<file path="config.mk">
export PLATFORM = sky130hd
export DESIGN_NAME = evt_handler
export DESIGN_NICKNAME = d
export VERILOG_FILES = /design/src/shared/evt_pkg.sv /design/src/hw/evt_handler.sv /design/src/hw/evt_prot_check.sv
export SDC_FILE = /design/constraint.sdc
export NUM_CORES = 2
export LEC_CHECK = 0
export BUFFER_PORTS_ARGS = -buffer_cell sky130_fd_sc_hd__buf_2
export CAP_MARGIN = 20
export CELL_PAD_IN_SITES_DETAIL_PLACEMENT = 1
export CELL_PAD_IN_SITES_GLOBAL_PLACEMENT = 2
export CORE_MARGIN = 2
export CORE_UTILIZATION = 36
export DETAILED_ROUTE_END_ITERATION = 6
export PLACE_DENSITY = 0.82
export SYNTH_ARGS = -nofsm -noshare
export SYNTH_HDL_FRONTEND = slang
export SYNTH_SLANG_ARGS = --single-unit
</file>
<file path="constraint.sdc">
create_clock -name hclk -period 9.6 [get_ports hclk]
set_input_delay 1.44 -clock hclk [delete_from_list [all_inputs] [get_ports hclk]]
set_output_delay 1.44 -clock hclk [all_outputs]
set_load 0.02 [all_outputs]
</file>
<file path="src/shared/evt_pkg.sv">
// Constants, field layouts and state codes shared by the event handling unit
package evt_pkg;
	// Widths and counts
	localparam int XLEN      = 32;
	localparam int ADDR_W    = 12;
	localparam int AVO_W     = 14;
	localparam int AVO_SPAN  = 16384;
	localparam int NUM_EXC   = 21;
	localparam int NUM_CAND  = 26;
	localparam int NUM_CRIT  = 4;
	localparam int CTX_WORDS = 6;
	localparam int STK_WORDS = 8;
	localparam int REGIONS   = 8;

	// Fixed addresses and steps
	localparam logic [31:0] RESET_VECTOR = 32'h8000_0000;
	localparam logic [31:0] WORD_STEP    = 32'h0000_0004;

	// Status register fields
	localparam int SR_GM       = 16;
	localparam int SR_I0M      = 17;
	localparam int SR_EM       = 21;
	localparam int SR_MODE_LSB = 22;
	localparam int SR_MODE_W   = 3;
	localparam int SR_DM       = 26;
	localparam int SR_DBG      = 27;
	localparam logic [31:0] SR_MODE_MASK  = 32'h01C0_0000;
	localparam logic [31:0] SR_RESET      = 32'h0061_0000;
	localparam logic [31:0] DBG_ENTRY_SET = 32'h081E_0000;

	// Execution modes held in the mode field
	localparam logic [2:0] MODE_APP  = 3'h0;
	localparam logic [2:0] MODE_SUP  = 3'h1;
	localparam logic [2:0] MODE_IRQ_LEVEL_ZERO = 3'h2;
	localparam logic [2:0] MODE_IRQ_LEVEL_THREE = 3'h5;
	localparam logic [2:0] MODE_EXC  = 3'h6;
	localparam logic [2:0] MODE_NMI  = 3'h7;

	// Register byte offsets
	localparam logic [11:0] REG_SR      = 12'h000;
	localparam logic [11:0] REG_EVENT_VECTOR_BASE    = 12'h004;
	localparam logic [11:0] REG_ECR     = 12'h010;
	localparam logic [11:0] REG_RSR_DBG = 12'h030;
	localparam logic [11:0] REG_RAR_DBG = 12'h050;
	localparam logic [11:0] REG_SYSTEM_STACK_POINTER  = 12'h300;

	// Exception vector bit positions, highest priority at bit 0
	localparam int EXC_MHIT    = 1;
	localparam int EXC_IMISS   = 5;
	localparam int EXC_IPROT   = 6;
	localparam int EXC_SCALL   = 13;
	localparam int EXC_DMISS_R = 16;
	localparam int EXC_DMISS_W = 17;
	localparam int EXC_DPROT_R = 18;
	localparam int EXC_DPROT_W = 19;

	// Candidate positions in the merged priority vector
	localparam int CAND_NMI   = 4;
	localparam int CAND_IRQ3  = 5;
	localparam int CAND_IRQ0  = 8;
	localparam int CAND_SYNC0 = 9;
	localparam int CAND_SCALL = EXC_SCALL + CAND_SYNC0 - NUM_CRIT;

	// Handler offsets above the vector base
	localparam logic [13:0] OFF_NMI = 14'h0010;
	localparam logic [13:0] EXC_OFF [NUM_EXC] = '{
		14'h0000, 14'h0004, 14'h0008, 14'h000C, 14'h0014, 14'h0050, 14'h0018,
		14'h001C, 14'h0020, 14'h0024, 14'h0028, 14'h002C, 14'h0030, 14'h0100,
		14'h0034, 14'h0038, 14'h0060, 14'h0070, 14'h003C, 14'h0040, 14'h0044};

	// Stack frame sizes in words
	localparam logic [3:0] CNT_BASIC = 4'h2;
	localparam logic [3:0] CNT_IRQ   = 4'h8;

	typedef enum logic [4:0] {
		ST_IDLE = 5'h01,
		ST_PUSH = 5'h02,
		ST_JUMP = 5'h04,
		ST_POP  = 5'h08,
		ST_LOAD = 5'h10
	} state_t;
endpackage : evt_pkg

</file>
<file path="src/hw/evt_handler.sv">
// Event handling unit: prioritising, masking, stacking and returning from events
`timescale 1ns/1ns
`default_nettype none
// Function
// - Every event source has a fixed priority so one winner is chosen each cycle.
// - A higher priority event may interrupt the handling of a lower one.
// - Most handlers sit four bytes apart above the vector base, a few wider.
// - Interrupt autovector offset is 14 bits, at most 16383 bytes above base.
// - Handler address is vector base OR offset, never their sum.
// - Masked events are not taken; level, exception and global masks apply.
// - NMI, unrecoverable, multiple hit and bus errors ignore all masks.
// - Interrupts set masks of their own and lower levels; critical events and NMI set all level, exception and global masks.
// - Status and PC are stacked; interrupts also stack r8-r12 and link.
// - Taking an exception other than supervisor call sets both exception and global masks.
// - After stacking, mode is set, bank follows it and PC gets handler.
// - Event return pops status and PC, plus r8-r12 and link for interrupts.
// - Supervisor call and return keep address and status on the stack.
// - Unmasked debug request sets the debug flag and jumps to its handler.
// - Debug keeps context in dedicated registers and may change mode freely.
// - Debug return leaves debug and restores the context saved at entry.
// - After reset the PC starts at 0x80000000.
// - Lookup misses and supervisor call get larger dedicated handler regions.
// - Lookup raises protection, miss and multiple hit exceptions.
// - Events of the oldest pipeline instruction are handled first.
module evt_handler #(
	parameter int N_REG = evt_pkg::REGIONS
) (
	input  wire logic                      hclk,
	input  wire logic                      hresetn,
	input  wire logic                      hsel,
	input  wire logic [31:0]               haddr,
	input  wire logic [1:0]                htrans,
	input  wire logic                      hwrite,
	input  wire logic [2:0]                hsize,
	input  wire logic [31:0]               hwdata,
	input  wire logic                      hready,
	output logic                           hreadyout,
	output logic [31:0]                    hrdata,
	output logic                           hresp,
	input  wire logic [evt_pkg::NUM_EXC-1:0] exc_old,
	input  wire logic [evt_pkg::NUM_EXC-1:0] exc_young,
	input  wire logic [31:0]               ret_pc_old,
	input  wire logic [31:0]               ret_pc_young,
	input  wire logic [3:0]                irq_req,
	input  wire logic [evt_pkg::AVO_W-1:0] irq_offset,
	input  wire logic                      nmi_req,
	input  wire logic                      dbg_req,
	input  wire logic [31:0]               dbg_handler,
	input  wire logic                      ins_valid,
	input  wire logic [N_REG-1:0]          ins_match,
	input  wire logic [N_REG-1:0]          ins_allow,
	input  wire logic                      dat_valid,
	input  wire logic                      dat_write,
	input  wire logic [N_REG-1:0]          dat_match,
	input  wire logic [N_REG-1:0]          dat_read_allow,
	input  wire logic [N_REG-1:0]          dat_write_allow,
	input  wire logic                      rete_req,
	input  wire logic                      rets_req,
	input  wire logic                      retd_req,
	input  wire logic [31:0]               ctx_in [evt_pkg::CTX_WORDS],
	input  wire logic [31:0]               stk_rdata,
	output logic                           stk_req_ff,
	output logic                           stk_we_ff,
	output logic [31:0]                    stk_addr_ff,
	output logic [31:0]                    stk_wdata_ff,
	output logic [31:0]                    pc_ff,
	output logic                           pc_load_ff,
	output logic [31:0]                    sr_ff,
	output logic [31:0]                    ctx_out_ff [evt_pkg::CTX_WORDS],
	output logic                           ctx_load_ff,
	output logic [3:0]                     irq_ack_ff,
	output logic                           nmi_ack_ff,
	output logic                           exc_ack_ff,
	output logic                           exc_ack_old_ff,
	output logic                           dbg_ack_ff,
	output logic                           busy_ff
);
	import evt_pkg::*;

	state_t              state_ff;
	logic [31:0]         event_vector_base_ff;
	logic [31:0]         sp_ff;
	logic [31:0]         rsr_dbg_ff;
	logic [31:0]         rar_dbg_ff;
	logic [31:0]         tgt_ff;
	logic [31:0]         nsr_ff;
	logic [4:0]          ecr_ff;
	logic [31:0]         buf_ff [STK_WORDS];
	logic [2:0]          idx_ff;
	logic [2:0]          idx_q_ff;
	logic [3:0]          cnt_ff;
	logic                cap_v_ff;
	logic [2:0]          cap_idx_ff;
	logic                dp_v_ff;
	logic                dp_write_ff;
	logic [ADDR_W-1:0]   dp_addr_ff;
	logic                imiss, imhit, iprot;
	logic                dmiss, dmhit, dprot;
	logic [NUM_EXC-1:0]  exc_o;
	logic [NUM_EXC-1:0]  exc_y;
	logic [NUM_EXC-1:0]  exc_s;
	logic                sel_old;
	logic [NUM_CAND-1:0] cand_ok;
	logic                take;
	logic [4:0]          win;
	logic                win_async;
	logic [1:0]          irq_lvl;
	logic [31:0]         ret_pc_sel;
	logic [31:0]         rd_word;
	logic                wr_en;
	logic [31:0]         sw_sr;
	logic [2:0]          cur_mode;

	// Lowest index wins, giving the fixed priority order
	function automatic logic [4:0] first_set(input logic [NUM_CAND-1:0] v);
		logic [4:0] r;
		r = 5'h00;
		for (int i = NUM_CAND - 1; i >= 0; i--) begin
			if (v[i]) r = 5'(i);
		end
		return r;
	endfunction : first_set

	// Offsets: mostly 4-byte steps, wider for misses and supervisor call
	function automatic logic [AVO_W-1:0] handler_off(input logic [4:0] w, input logic [AVO_W-1:0] avo);
		if (w < 5'(NUM_CRIT)) return EXC_OFF[w];
		if (w == 5'(CAND_NMI)) return OFF_NMI;
		if (w < 5'(CAND_SYNC0)) return avo;
		return EXC_OFF[w - 5'(CAND_SYNC0 - NUM_CRIT)];
	endfunction : handler_off

	// Status word that a taken event leaves behind
	function automatic logic [31:0] event_sr(input logic [31:0] sr, input logic [4:0] w);
		logic [31:0] r;
		logic [1:0]  lvl;
		r = sr;
		lvl = 2'(5'(CAND_IRQ0) - w);
		if (w <= 5'(CAND_NMI)) begin
			// Critical events and NMI block interrupts and all exceptions but supervisor call and the critical ones
			for (int n = 0; n < 4; n++) r[SR_I0M + n] = 1'b1;
			r[SR_EM] = 1'b1;
			r[SR_GM] = 1'b1;
			r[SR_MODE_LSB +: SR_MODE_W] = (w == 5'(CAND_NMI)) ? MODE_NMI : MODE_EXC;
		end else if (w < 5'(CAND_SYNC0)) begin
			for (int n = 0; n < 4; n++) begin
				if (n <= int'(lvl)) r[SR_I0M + n] = 1'b1;
			end
			r[SR_MODE_LSB +: SR_MODE_W] = MODE_IRQ_LEVEL_ZERO + {1'b0, lvl};
		end else if (w == 5'(CAND_SCALL)) begin
			r[SR_MODE_LSB +: SR_MODE_W] = MODE_SUP;
		end else begin
			r[SR_EM] = 1'b1;
			r[SR_GM] = 1'b1;
			r[SR_MODE_LSB +: SR_MODE_W] = MODE_EXC;
		end
		return r;
	endfunction : event_sr

	// Instruction-side and data-side region lookups
	evt_prot_check #(.N(N_REG)) u_ins_chk (
		.match     (ins_match),
		.allow     (ins_allow),
		.valid     (ins_valid),
		.miss      (imiss),
		.multi_hit (imhit),
		.deny      (iprot)
	);

	evt_prot_check #(.N(N_REG)) u_dat_chk (
		.match     (dat_match),
		.allow     (dat_write ? dat_write_allow : dat_read_allow),
		.valid     (dat_valid),
		.miss      (dmiss),
		.multi_hit (dmhit),
		.deny      (dprot)
	);

	// Merge lookup faults, then pick the oldest stage
	always_comb begin
		exc_y = exc_young;
		exc_y[EXC_MHIT]  = exc_young[EXC_MHIT] | imhit;
		exc_y[EXC_IMISS] = exc_young[EXC_IMISS] | imiss;
		exc_y[EXC_IPROT] = exc_young[EXC_IPROT] | iprot;
		exc_o = exc_old;
		exc_o[EXC_MHIT]    = exc_old[EXC_MHIT] | dmhit;
		exc_o[EXC_DMISS_R] = exc_old[EXC_DMISS_R] | (dmiss & ~dat_write);
		exc_o[EXC_DMISS_W] = exc_old[EXC_DMISS_W] | (dmiss & dat_write);
		exc_o[EXC_DPROT_R] = exc_old[EXC_DPROT_R] | (dprot & ~dat_write);
		exc_o[EXC_DPROT_W] = exc_old[EXC_DPROT_W] | (dprot & dat_write);
		// A masked older event still hides the younger stage
		sel_old = |exc_o;
		exc_s = sel_old ? exc_o : exc_y;
	end

	// Mask each candidate and select the winner
	always_comb begin
		cand_ok = '0;
		for (int i = 0; i < NUM_CRIT; i++) cand_ok[i] = exc_s[i];
		cand_ok[CAND_NMI] = nmi_req;
		for (int n = 0; n < 4; n++) begin
			cand_ok[CAND_IRQ0 - n] = irq_req[n] & ~sr_ff[SR_GM] & ~sr_ff[SR_I0M + n];
		end
		for (int i = NUM_CRIT; i < NUM_EXC; i++) begin
			cand_ok[i + CAND_SYNC0 - NUM_CRIT] = exc_s[i] & (~sr_ff[SR_EM] | (i == EXC_SCALL));
		end
		take = |cand_ok;
		win = first_set(cand_ok);
		win_async = (win >= 5'(CAND_NMI)) && (win < 5'(CAND_SYNC0));
		irq_lvl = 2'(5'(CAND_IRQ0) - win);
		// Interrupts return to the oldest unfinished instruction
		ret_pc_sel = (win_async || sel_old) ? ret_pc_old : ret_pc_young;
		cur_mode = sr_ff[SR_MODE_LSB +: SR_MODE_W];
	end

	// Register read mux, sampled in the address phase
	always_comb begin
		case (haddr[ADDR_W-1:0])
			REG_SR:      rd_word = sr_ff;
			REG_EVENT_VECTOR_BASE:    rd_word = event_vector_base_ff;
			REG_ECR:     rd_word = {27'h0000000, ecr_ff};
			REG_RSR_DBG: rd_word = rsr_dbg_ff;
			REG_RAR_DBG: rd_word = rar_dbg_ff;
			REG_SYSTEM_STACK_POINTER:  rd_word = sp_ff;
			default:     rd_word = 32'h0000_0000;
		endcase
		wr_en = dp_v_ff & dp_write_ff;
		// Mode field only moves by software while in debug state
		sw_sr = sr_ff[SR_DBG] ? hwdata : ((hwdata & ~SR_MODE_MASK) | (sr_ff & SR_MODE_MASK));
	end

	// Bus slave: zero wait states, always OKAY
	always_ff @(posedge hclk or negedge hresetn) begin
		if (!hresetn) begin
			dp_v_ff     <= 1'b0;
			dp_write_ff <= 1'b0;
			dp_addr_ff  <= '0;
			hrdata      <= 32'h0000_0000;
			hreadyout   <= 1'b0;
			hresp       <= 1'b0;
		end else begin
			hreadyout <= 1'b1;
			hresp     <= 1'b0;
			if (hready) begin
				dp_v_ff     <= hsel & htrans[1];
				dp_write_ff <= hwrite;
				dp_addr_ff  <= haddr[ADDR_W-1:0];
				if (hsel && htrans[1] && !hwrite) hrdata <= rd_word;
			end
		end
	end

	// Vector base is touched only by software
	always_ff @(posedge hclk or negedge hresetn) begin
		if (!hresetn) begin
			event_vector_base_ff <= 32'h0000_0000;
		end else if (wr_en && dp_addr_ff == REG_EVENT_VECTOR_BASE) begin
			event_vector_base_ff <= hwdata;
		end
	end

	// Event sequencer; hardware updates come last so they win over bus writes
	always_ff @(posedge hclk or negedge hresetn) begin
		if (!hresetn) begin
			state_ff       <= ST_IDLE;
			sr_ff          <= SR_RESET;
			pc_ff          <= RESET_VECTOR;
			pc_load_ff     <= 1'b0;
			sp_ff          <= 32'h0000_0000;
			rsr_dbg_ff     <= 32'h0000_0000;
			rar_dbg_ff     <= 32'h0000_0000;
			tgt_ff         <= 32'h0000_0000;
			nsr_ff         <= 32'h0000_0000;
			ecr_ff         <= 5'h00;
			idx_ff         <= 3'h0;
			idx_q_ff       <= 3'h0;
			cnt_ff         <= 4'h0;
			cap_v_ff       <= 1'b0;
			cap_idx_ff     <= 3'h0;
			stk_req_ff     <= 1'b0;
			stk_we_ff      <= 1'b0;
			stk_addr_ff    <= 32'h0000_0000;
			stk_wdata_ff   <= 32'h0000_0000;
			ctx_load_ff    <= 1'b0;
			irq_ack_ff     <= 4'h0;
			nmi_ack_ff     <= 1'b0;
			exc_ack_ff     <= 1'b0;
			exc_ack_old_ff <= 1'b0;
			dbg_ack_ff     <= 1'b0;
			busy_ff        <= 1'b0;
			for (int k = 0; k < STK_WORDS; k++) buf_ff[k] <= 32'h0000_0000;
			for (int k = 0; k < CTX_WORDS; k++) ctx_out_ff[k] <= 32'h0000_0000;
		end else begin
			pc_load_ff  <= 1'b0;
			ctx_load_ff <= 1'b0;
			irq_ack_ff  <= 4'h0;
			nmi_ack_ff  <= 1'b0;
			exc_ack_ff  <= 1'b0;
			dbg_ack_ff  <= 1'b0;
			stk_req_ff  <= 1'b0;
			stk_we_ff   <= 1'b0;
			// Stack read data returns one cycle after the request
			cap_v_ff    <= stk_req_ff & ~stk_we_ff;
			cap_idx_ff  <= idx_q_ff;
			if (cap_v_ff) buf_ff[cap_idx_ff] <= stk_rdata;
			if (wr_en && dp_addr_ff == REG_SR) sr_ff <= sw_sr;
			if (wr_en && dp_addr_ff == REG_SYSTEM_STACK_POINTER) sp_ff <= hwdata;
			if (wr_en && dp_addr_ff == REG_RSR_DBG) rsr_dbg_ff <= hwdata;
			if (wr_en && dp_addr_ff == REG_RAR_DBG) rar_dbg_ff <= hwdata;
			case (state_ff)
				ST_IDLE: begin
					busy_ff <= 1'b0;
					if (dbg_req && !sr_ff[SR_DM] && !sr_ff[SR_DBG]) begin
						// Debug context goes to dedicated registers, not the stack
						rsr_dbg_ff <= sr_ff;
						rar_dbg_ff <= ret_pc_old;
						sr_ff      <= sr_ff | DBG_ENTRY_SET;
						pc_ff      <= dbg_handler;
						pc_load_ff <= 1'b1;
						dbg_ack_ff <= 1'b1;
					end else if (retd_req && sr_ff[SR_DBG]) begin
						sr_ff      <= rsr_dbg_ff;
						pc_ff      <= rar_dbg_ff;
						pc_load_ff <= 1'b1;
					end else if (take && !busy_ff) begin
						// Requests sampled live; sources hold them until acknowledged
						buf_ff[0] <= ret_pc_sel;
						buf_ff[1] <= sr_ff;
						for (int k = 0; k < CTX_WORDS; k++) buf_ff[2 + k] <= ctx_in[CTX_WORDS - 1 - k];
						cnt_ff  <= (win >= 5'(CAND_IRQ3) && win <= 5'(CAND_IRQ0)) ? CNT_IRQ : CNT_BASIC;
						idx_ff  <= 3'h0;
						tgt_ff  <= event_vector_base_ff | {{(XLEN - AVO_W){1'b0}}, handler_off(win, irq_offset)};
						nsr_ff  <= event_sr(sr_ff, win);
						ecr_ff  <= win;
						if (win == 5'(CAND_NMI)) nmi_ack_ff <= 1'b1;
						else if (win_async) irq_ack_ff[irq_lvl] <= 1'b1;
						else exc_ack_ff <= 1'b1;
						exc_ack_old_ff <= sel_old;
						busy_ff  <= 1'b1;
						state_ff <= ST_PUSH;
					end else if ((rete_req || rets_req) && !busy_ff) begin
						// Event return frame size follows the mode being left; supervisor return always pops two words
						if (rete_req && cur_mode >= MODE_IRQ_LEVEL_ZERO && cur_mode <= MODE_IRQ_LEVEL_THREE) begin
							cnt_ff <= CNT_IRQ;
							idx_ff <= 3'(CNT_IRQ - 4'h1);
						end else begin
							cnt_ff <= CNT_BASIC;
							idx_ff <= 3'(CNT_BASIC - 4'h1);
						end
						busy_ff  <= 1'b1;
						state_ff <= ST_POP;
					end
				end
				ST_PUSH: begin
					// Full descending stack, one word per cycle
					stk_req_ff   <= 1'b1;
					stk_we_ff    <= 1'b1;
					stk_addr_ff  <= sp_ff - WORD_STEP;
					stk_wdata_ff <= buf_ff[idx_ff];
					sp_ff        <= sp_ff - WORD_STEP;
					idx_ff       <= idx_ff + 3'h1;
					if (idx_ff == 3'(cnt_ff - 4'h1)) state_ff <= ST_JUMP;
				end
				ST_JUMP: begin
					sr_ff      <= nsr_ff;
					pc_ff      <= tgt_ff;
					pc_load_ff <= 1'b1;
					state_ff   <= ST_IDLE;
				end
				ST_POP: begin
					stk_req_ff  <= 1'b1;
					stk_addr_ff <= sp_ff;
					sp_ff       <= sp_ff + WORD_STEP;
					idx_q_ff    <= idx_ff;
					idx_ff      <= idx_ff - 3'h1;
					if (idx_ff == 3'h0) state_ff <= ST_LOAD;
				end
				ST_LOAD: begin
					// Wait for the last read word to land
					if (!stk_req_ff && !cap_v_ff) begin
						sr_ff      <= buf_ff[1];
						pc_ff      <= buf_ff[0];
						pc_load_ff <= 1'b1;
						if (cnt_ff == CNT_IRQ) begin
							for (int k = 0; k < CTX_WORDS; k++) ctx_out_ff[CTX_WORDS - 1 - k] <= buf_ff[2 + k];
							ctx_load_ff <= 1'b1;
						end
						state_ff <= ST_IDLE;
					end
				end
				default: begin
					state_ff <= ST_IDLE;
				end
			endcase
		end
	end
endmodule : evt_handler
`default_nettype wire

</file>
<file path="src/hw/evt_prot_check.sv">
// Region lookup check that flags miss, multiple hit and access denial
`timescale 1ns/1ns
`default_nettype none
module evt_prot_check #(
	parameter int N = 8
) (
	input  wire logic [N-1:0] match,
	input  wire logic [N-1:0] allow,
	input  wire logic         valid,
	output logic              miss,
	output logic              multi_hit,
	output logic              deny
);
	logic hit_any;
	logic hit_many;

	// Clearing the lowest set bit leaves bits only on two or more hits
	always_comb begin
		hit_any  = |match;
		hit_many = |(match & (match - N'(1)));
		miss      = valid & ~hit_any;
		multi_hit = valid & hit_many;
		deny      = valid & hit_any & ~hit_many & |(match & ~allow);
	end
endmodule : evt_prot_check
`default_nettype wire

</file>
==> metrics.yaml <==
maxCapViolCount: 0
grt_pass1_vias: 41100
clock_latency_ns: 0.70
finalPower_mw: 16.3
ys.flop_type: "dfrtp_1"
outcome: "finished clean"
io_pins: 869
powerDensity_mw_per_mm2: 314
peakVddDrop_uv: 170
synth_area_mm2: 0.0429
cts_tree: "built"
seq_area_frac_synth_pct: 49.5
holdCritPathClass: "flip-flop to flip-flop"
core_area_mm2: 0.118
cts_resized: 0
synth_cells: 4669
antenna_found_initial: 72
grt_overflow: 0
routed-via-count: 41000
grtUsageTotal_pct: 34.1
p_int_mw: 9.19
p_sw_mw: 7.07
ys_warn_count: 0
reg2reg_slack_ns: 3.99
start_kind: "input port"
syn_avg_cell_area_um2: 9.20
fin_setup_tns_ns: 0
rsz0062_at_grt: "false"
syn2layout_area_growth_pct: 20.4
synth_cell_type_count: 85
finalCritPeriodShare_pct: 77.4
die_h_um: 349
clk_pin_slew_ns: 0.06
p_seq_share_pct: 38.6
port_buffers: 843
p_sw_share_pct: 43.5
wl_per_cell_um: 30.8
instances_no_fill: 6948
required_ns: 10.23
async_flop_share_pct: 100
slew_violations: 0
cts_setup_buffers: 0
hold_buffers: 0
wl_mm: 214
dieWidth_um: 349
cts_buffer_depth: 3
numClockSinks: 850
slew_headroom_pct: 18.6
critPathMaxFanout: 33
drive_above_1_share_pct: 21.7
drc_errors: 0
place_congestion: 0.907
grt_max_degree: 194
tightest_slew_ns: 1.21
worst_ep_arrival_time_ns: 8.06
ant_nets: 0
pwr-share-comb_pct: 36.9
max_freq_mhz: 135
clock_skew_ns: 0.0264
grt_pass1_wl_mm: 302
finalNetCount: 5808
worst_setup_path_end_kind: "flip-flop"
dp.cells: 6728
pre_cts_ws_ns: 1.56
hold_violations: 0
clkPwrFrac_pct: 24.5
leakagePower_nw: 26.1
synth-edff-count: 0
synth_nets: 5181
ys_seq_elements: 850
cts_made_buffers: 102
fin_util_pct: 43.7
setup-violations-final: 0
final_common_cell: "nand2_1"
first_iter_violations: 3992
detailed_place_hpwl_mm: 156
htreeDepth: 3
start_util_pct: 36.3
vias_per_cell: 5.91
nFillCells: 13800
final_cell_mix: "nand2_1, dfrtp_1, buf_2, mux2i_1, o21ai_0"
dr.pass1.iters: 6
period_needed_ns: 7.43
rows: 126
setup_slack_ns: 2.17
critPathKind: "input port to flip-flop"
die-area_mm2: 0.122
cts_root_buf: "clkbuf_16"
==> layer usage <==
metal / track usage, % / part of all wire (%) / vias to the layer above
met2: 54.2 / 46 / 1846
met4: 17.4 / 5.4 / 40
met1: 43.6 / 40 / 21000
met5: 0 / 0.12 / -
met3: 7.45 / 8.0 / 458
li1: - / - / 17700
==> cell families (layout without fill, tap and decap cells) <==
group / count (synthesis) / in the layout / synth area share, %
compound gates: 1130 / 1130 / 16.7
xor+xnor: 22 / 22 / 0.449
fa+ha+maj: 10 / 10 / 0.309
buf+inv: 426 / 1138 / 3.88
flops: 850 / 850 / 49.5
mux: 524 / 524 / 12.6
other cells: 2 / 33 / 0.0175
simple gates: 1705 / 1705 / 16.5
==> critical path, stage by stage <==
cell and delay, ns:
buf_2 0.14, or4_4 0.58, o21bai_1 0.23, a31o_1 0.28
nor3_2 0.31, o211a_2 0.71, or3_1 0.20, o311ai_0 0.23
a221o_1 0.42, o22ai_1 0.18, buf_4 0.23, nand2_1 0.23
ha_1 0.44, inv_1 0.27, nand4b_1 0.13, a211oi_1 0.33
nor2_1 0.17, and2_1 0.21, or4_1 0.47, a211oi_1 0.64
o22a_1 0.20
==> cells in the mapped netlist, drive strengths merged, types with 16 or more instances <==
cell	instances	area, um2
a31oi	47	294
and3	46	288
a222oi	28	280
and2	16	100
clkbuf	289	1080
a21o	17	128
a221o	31	310
a21oi	173	877
a221oi	42	368
mux2i	466	4660
dfrtp	845	21100
o21ai	476	2390
a211oi	32	240
nor2	156	586
nor3	47	252
nand2	1271	4770
o22a	19	166
inv	32	120
o211ai	17	128
nand3	48	240
buf	102	450
a22oi	133	998
nor2b	24	150
a22o	35	307
mux2	50	563
==> layout make-up <==
cell class,instances,area [um2],share of cell area [%]
Tap cell,1536,1920,3.72
Clock inverter,21,224,0.433
Multi-Input combinational cell,3393,20100,38.9
Inverter,35,136,0.264
Timing Repair Buffer,914,4820,9.32
Clock buffer,168,3160,6.10
Antenna cell,31,77.6,0.150
Sequential cell,850,21300,41.1
==> metrics by stage <==
stage                     area [um2]  hold WS (ns)
final                          51700         0.377
after global routing           51700         0.388
after CTS                      51600         0.382
after detailed placement       48300         0.364
after global placement         48300         0.359
after floorplan                42900         0.354
==> sequential cells by signal, indices dropped and copies added, names as in the netlist, 4 cells and up <==
signal and count:
stk_addr_ff 32, rar_dbg_ff 32, dp_addr_ff 12, event_vector_base_ff 32
ctx_out_ff 192, state_ff 5, sp_ff 32, rsr_dbg_ff 32
tgt_ff 32, hrdata 32, stk_wdata_ff 32, ecr_ff 5
sr_ff 32, irq_ack_ff 4, buf_ff 256, pc_ff 32
nsr_ff 32
==> final timing paths <==
| kind | startpoint | to | depth (start not counted) |
|---|---|---|---|
| max | dat_match[0] | tgt_ff[5] | 21 |
| min | idx_q_ff[2] | cap_idx_ff[2] | 0 |
| max reg2reg | sr_ff[21] | tgt_ff[5] | 17 |
| min reg2reg | idx_q_ff[2] | cap_idx_ff[2] | 0 |
| max in group asynchronous | hresetn | rar_dbg_ff[31] | 3 |
| min in group asynchronous | hresetn | tgt_ff[7] | 1 |
==> power groups by stage <==
stage	logic (mW)	clock network (mW)	registers (mW)
6_report	6.00	3.98	6.28
5_1_grt	6.49	4.17	6.41
4_1_cts	5.98	4.02	6.24
3_5_place_dp	5.95	0	6.29
3_3_place_gp	5.79	0	6.23
2_1_floorplan	3.33	0	6.01
Power figures use the tool's default switching activity.
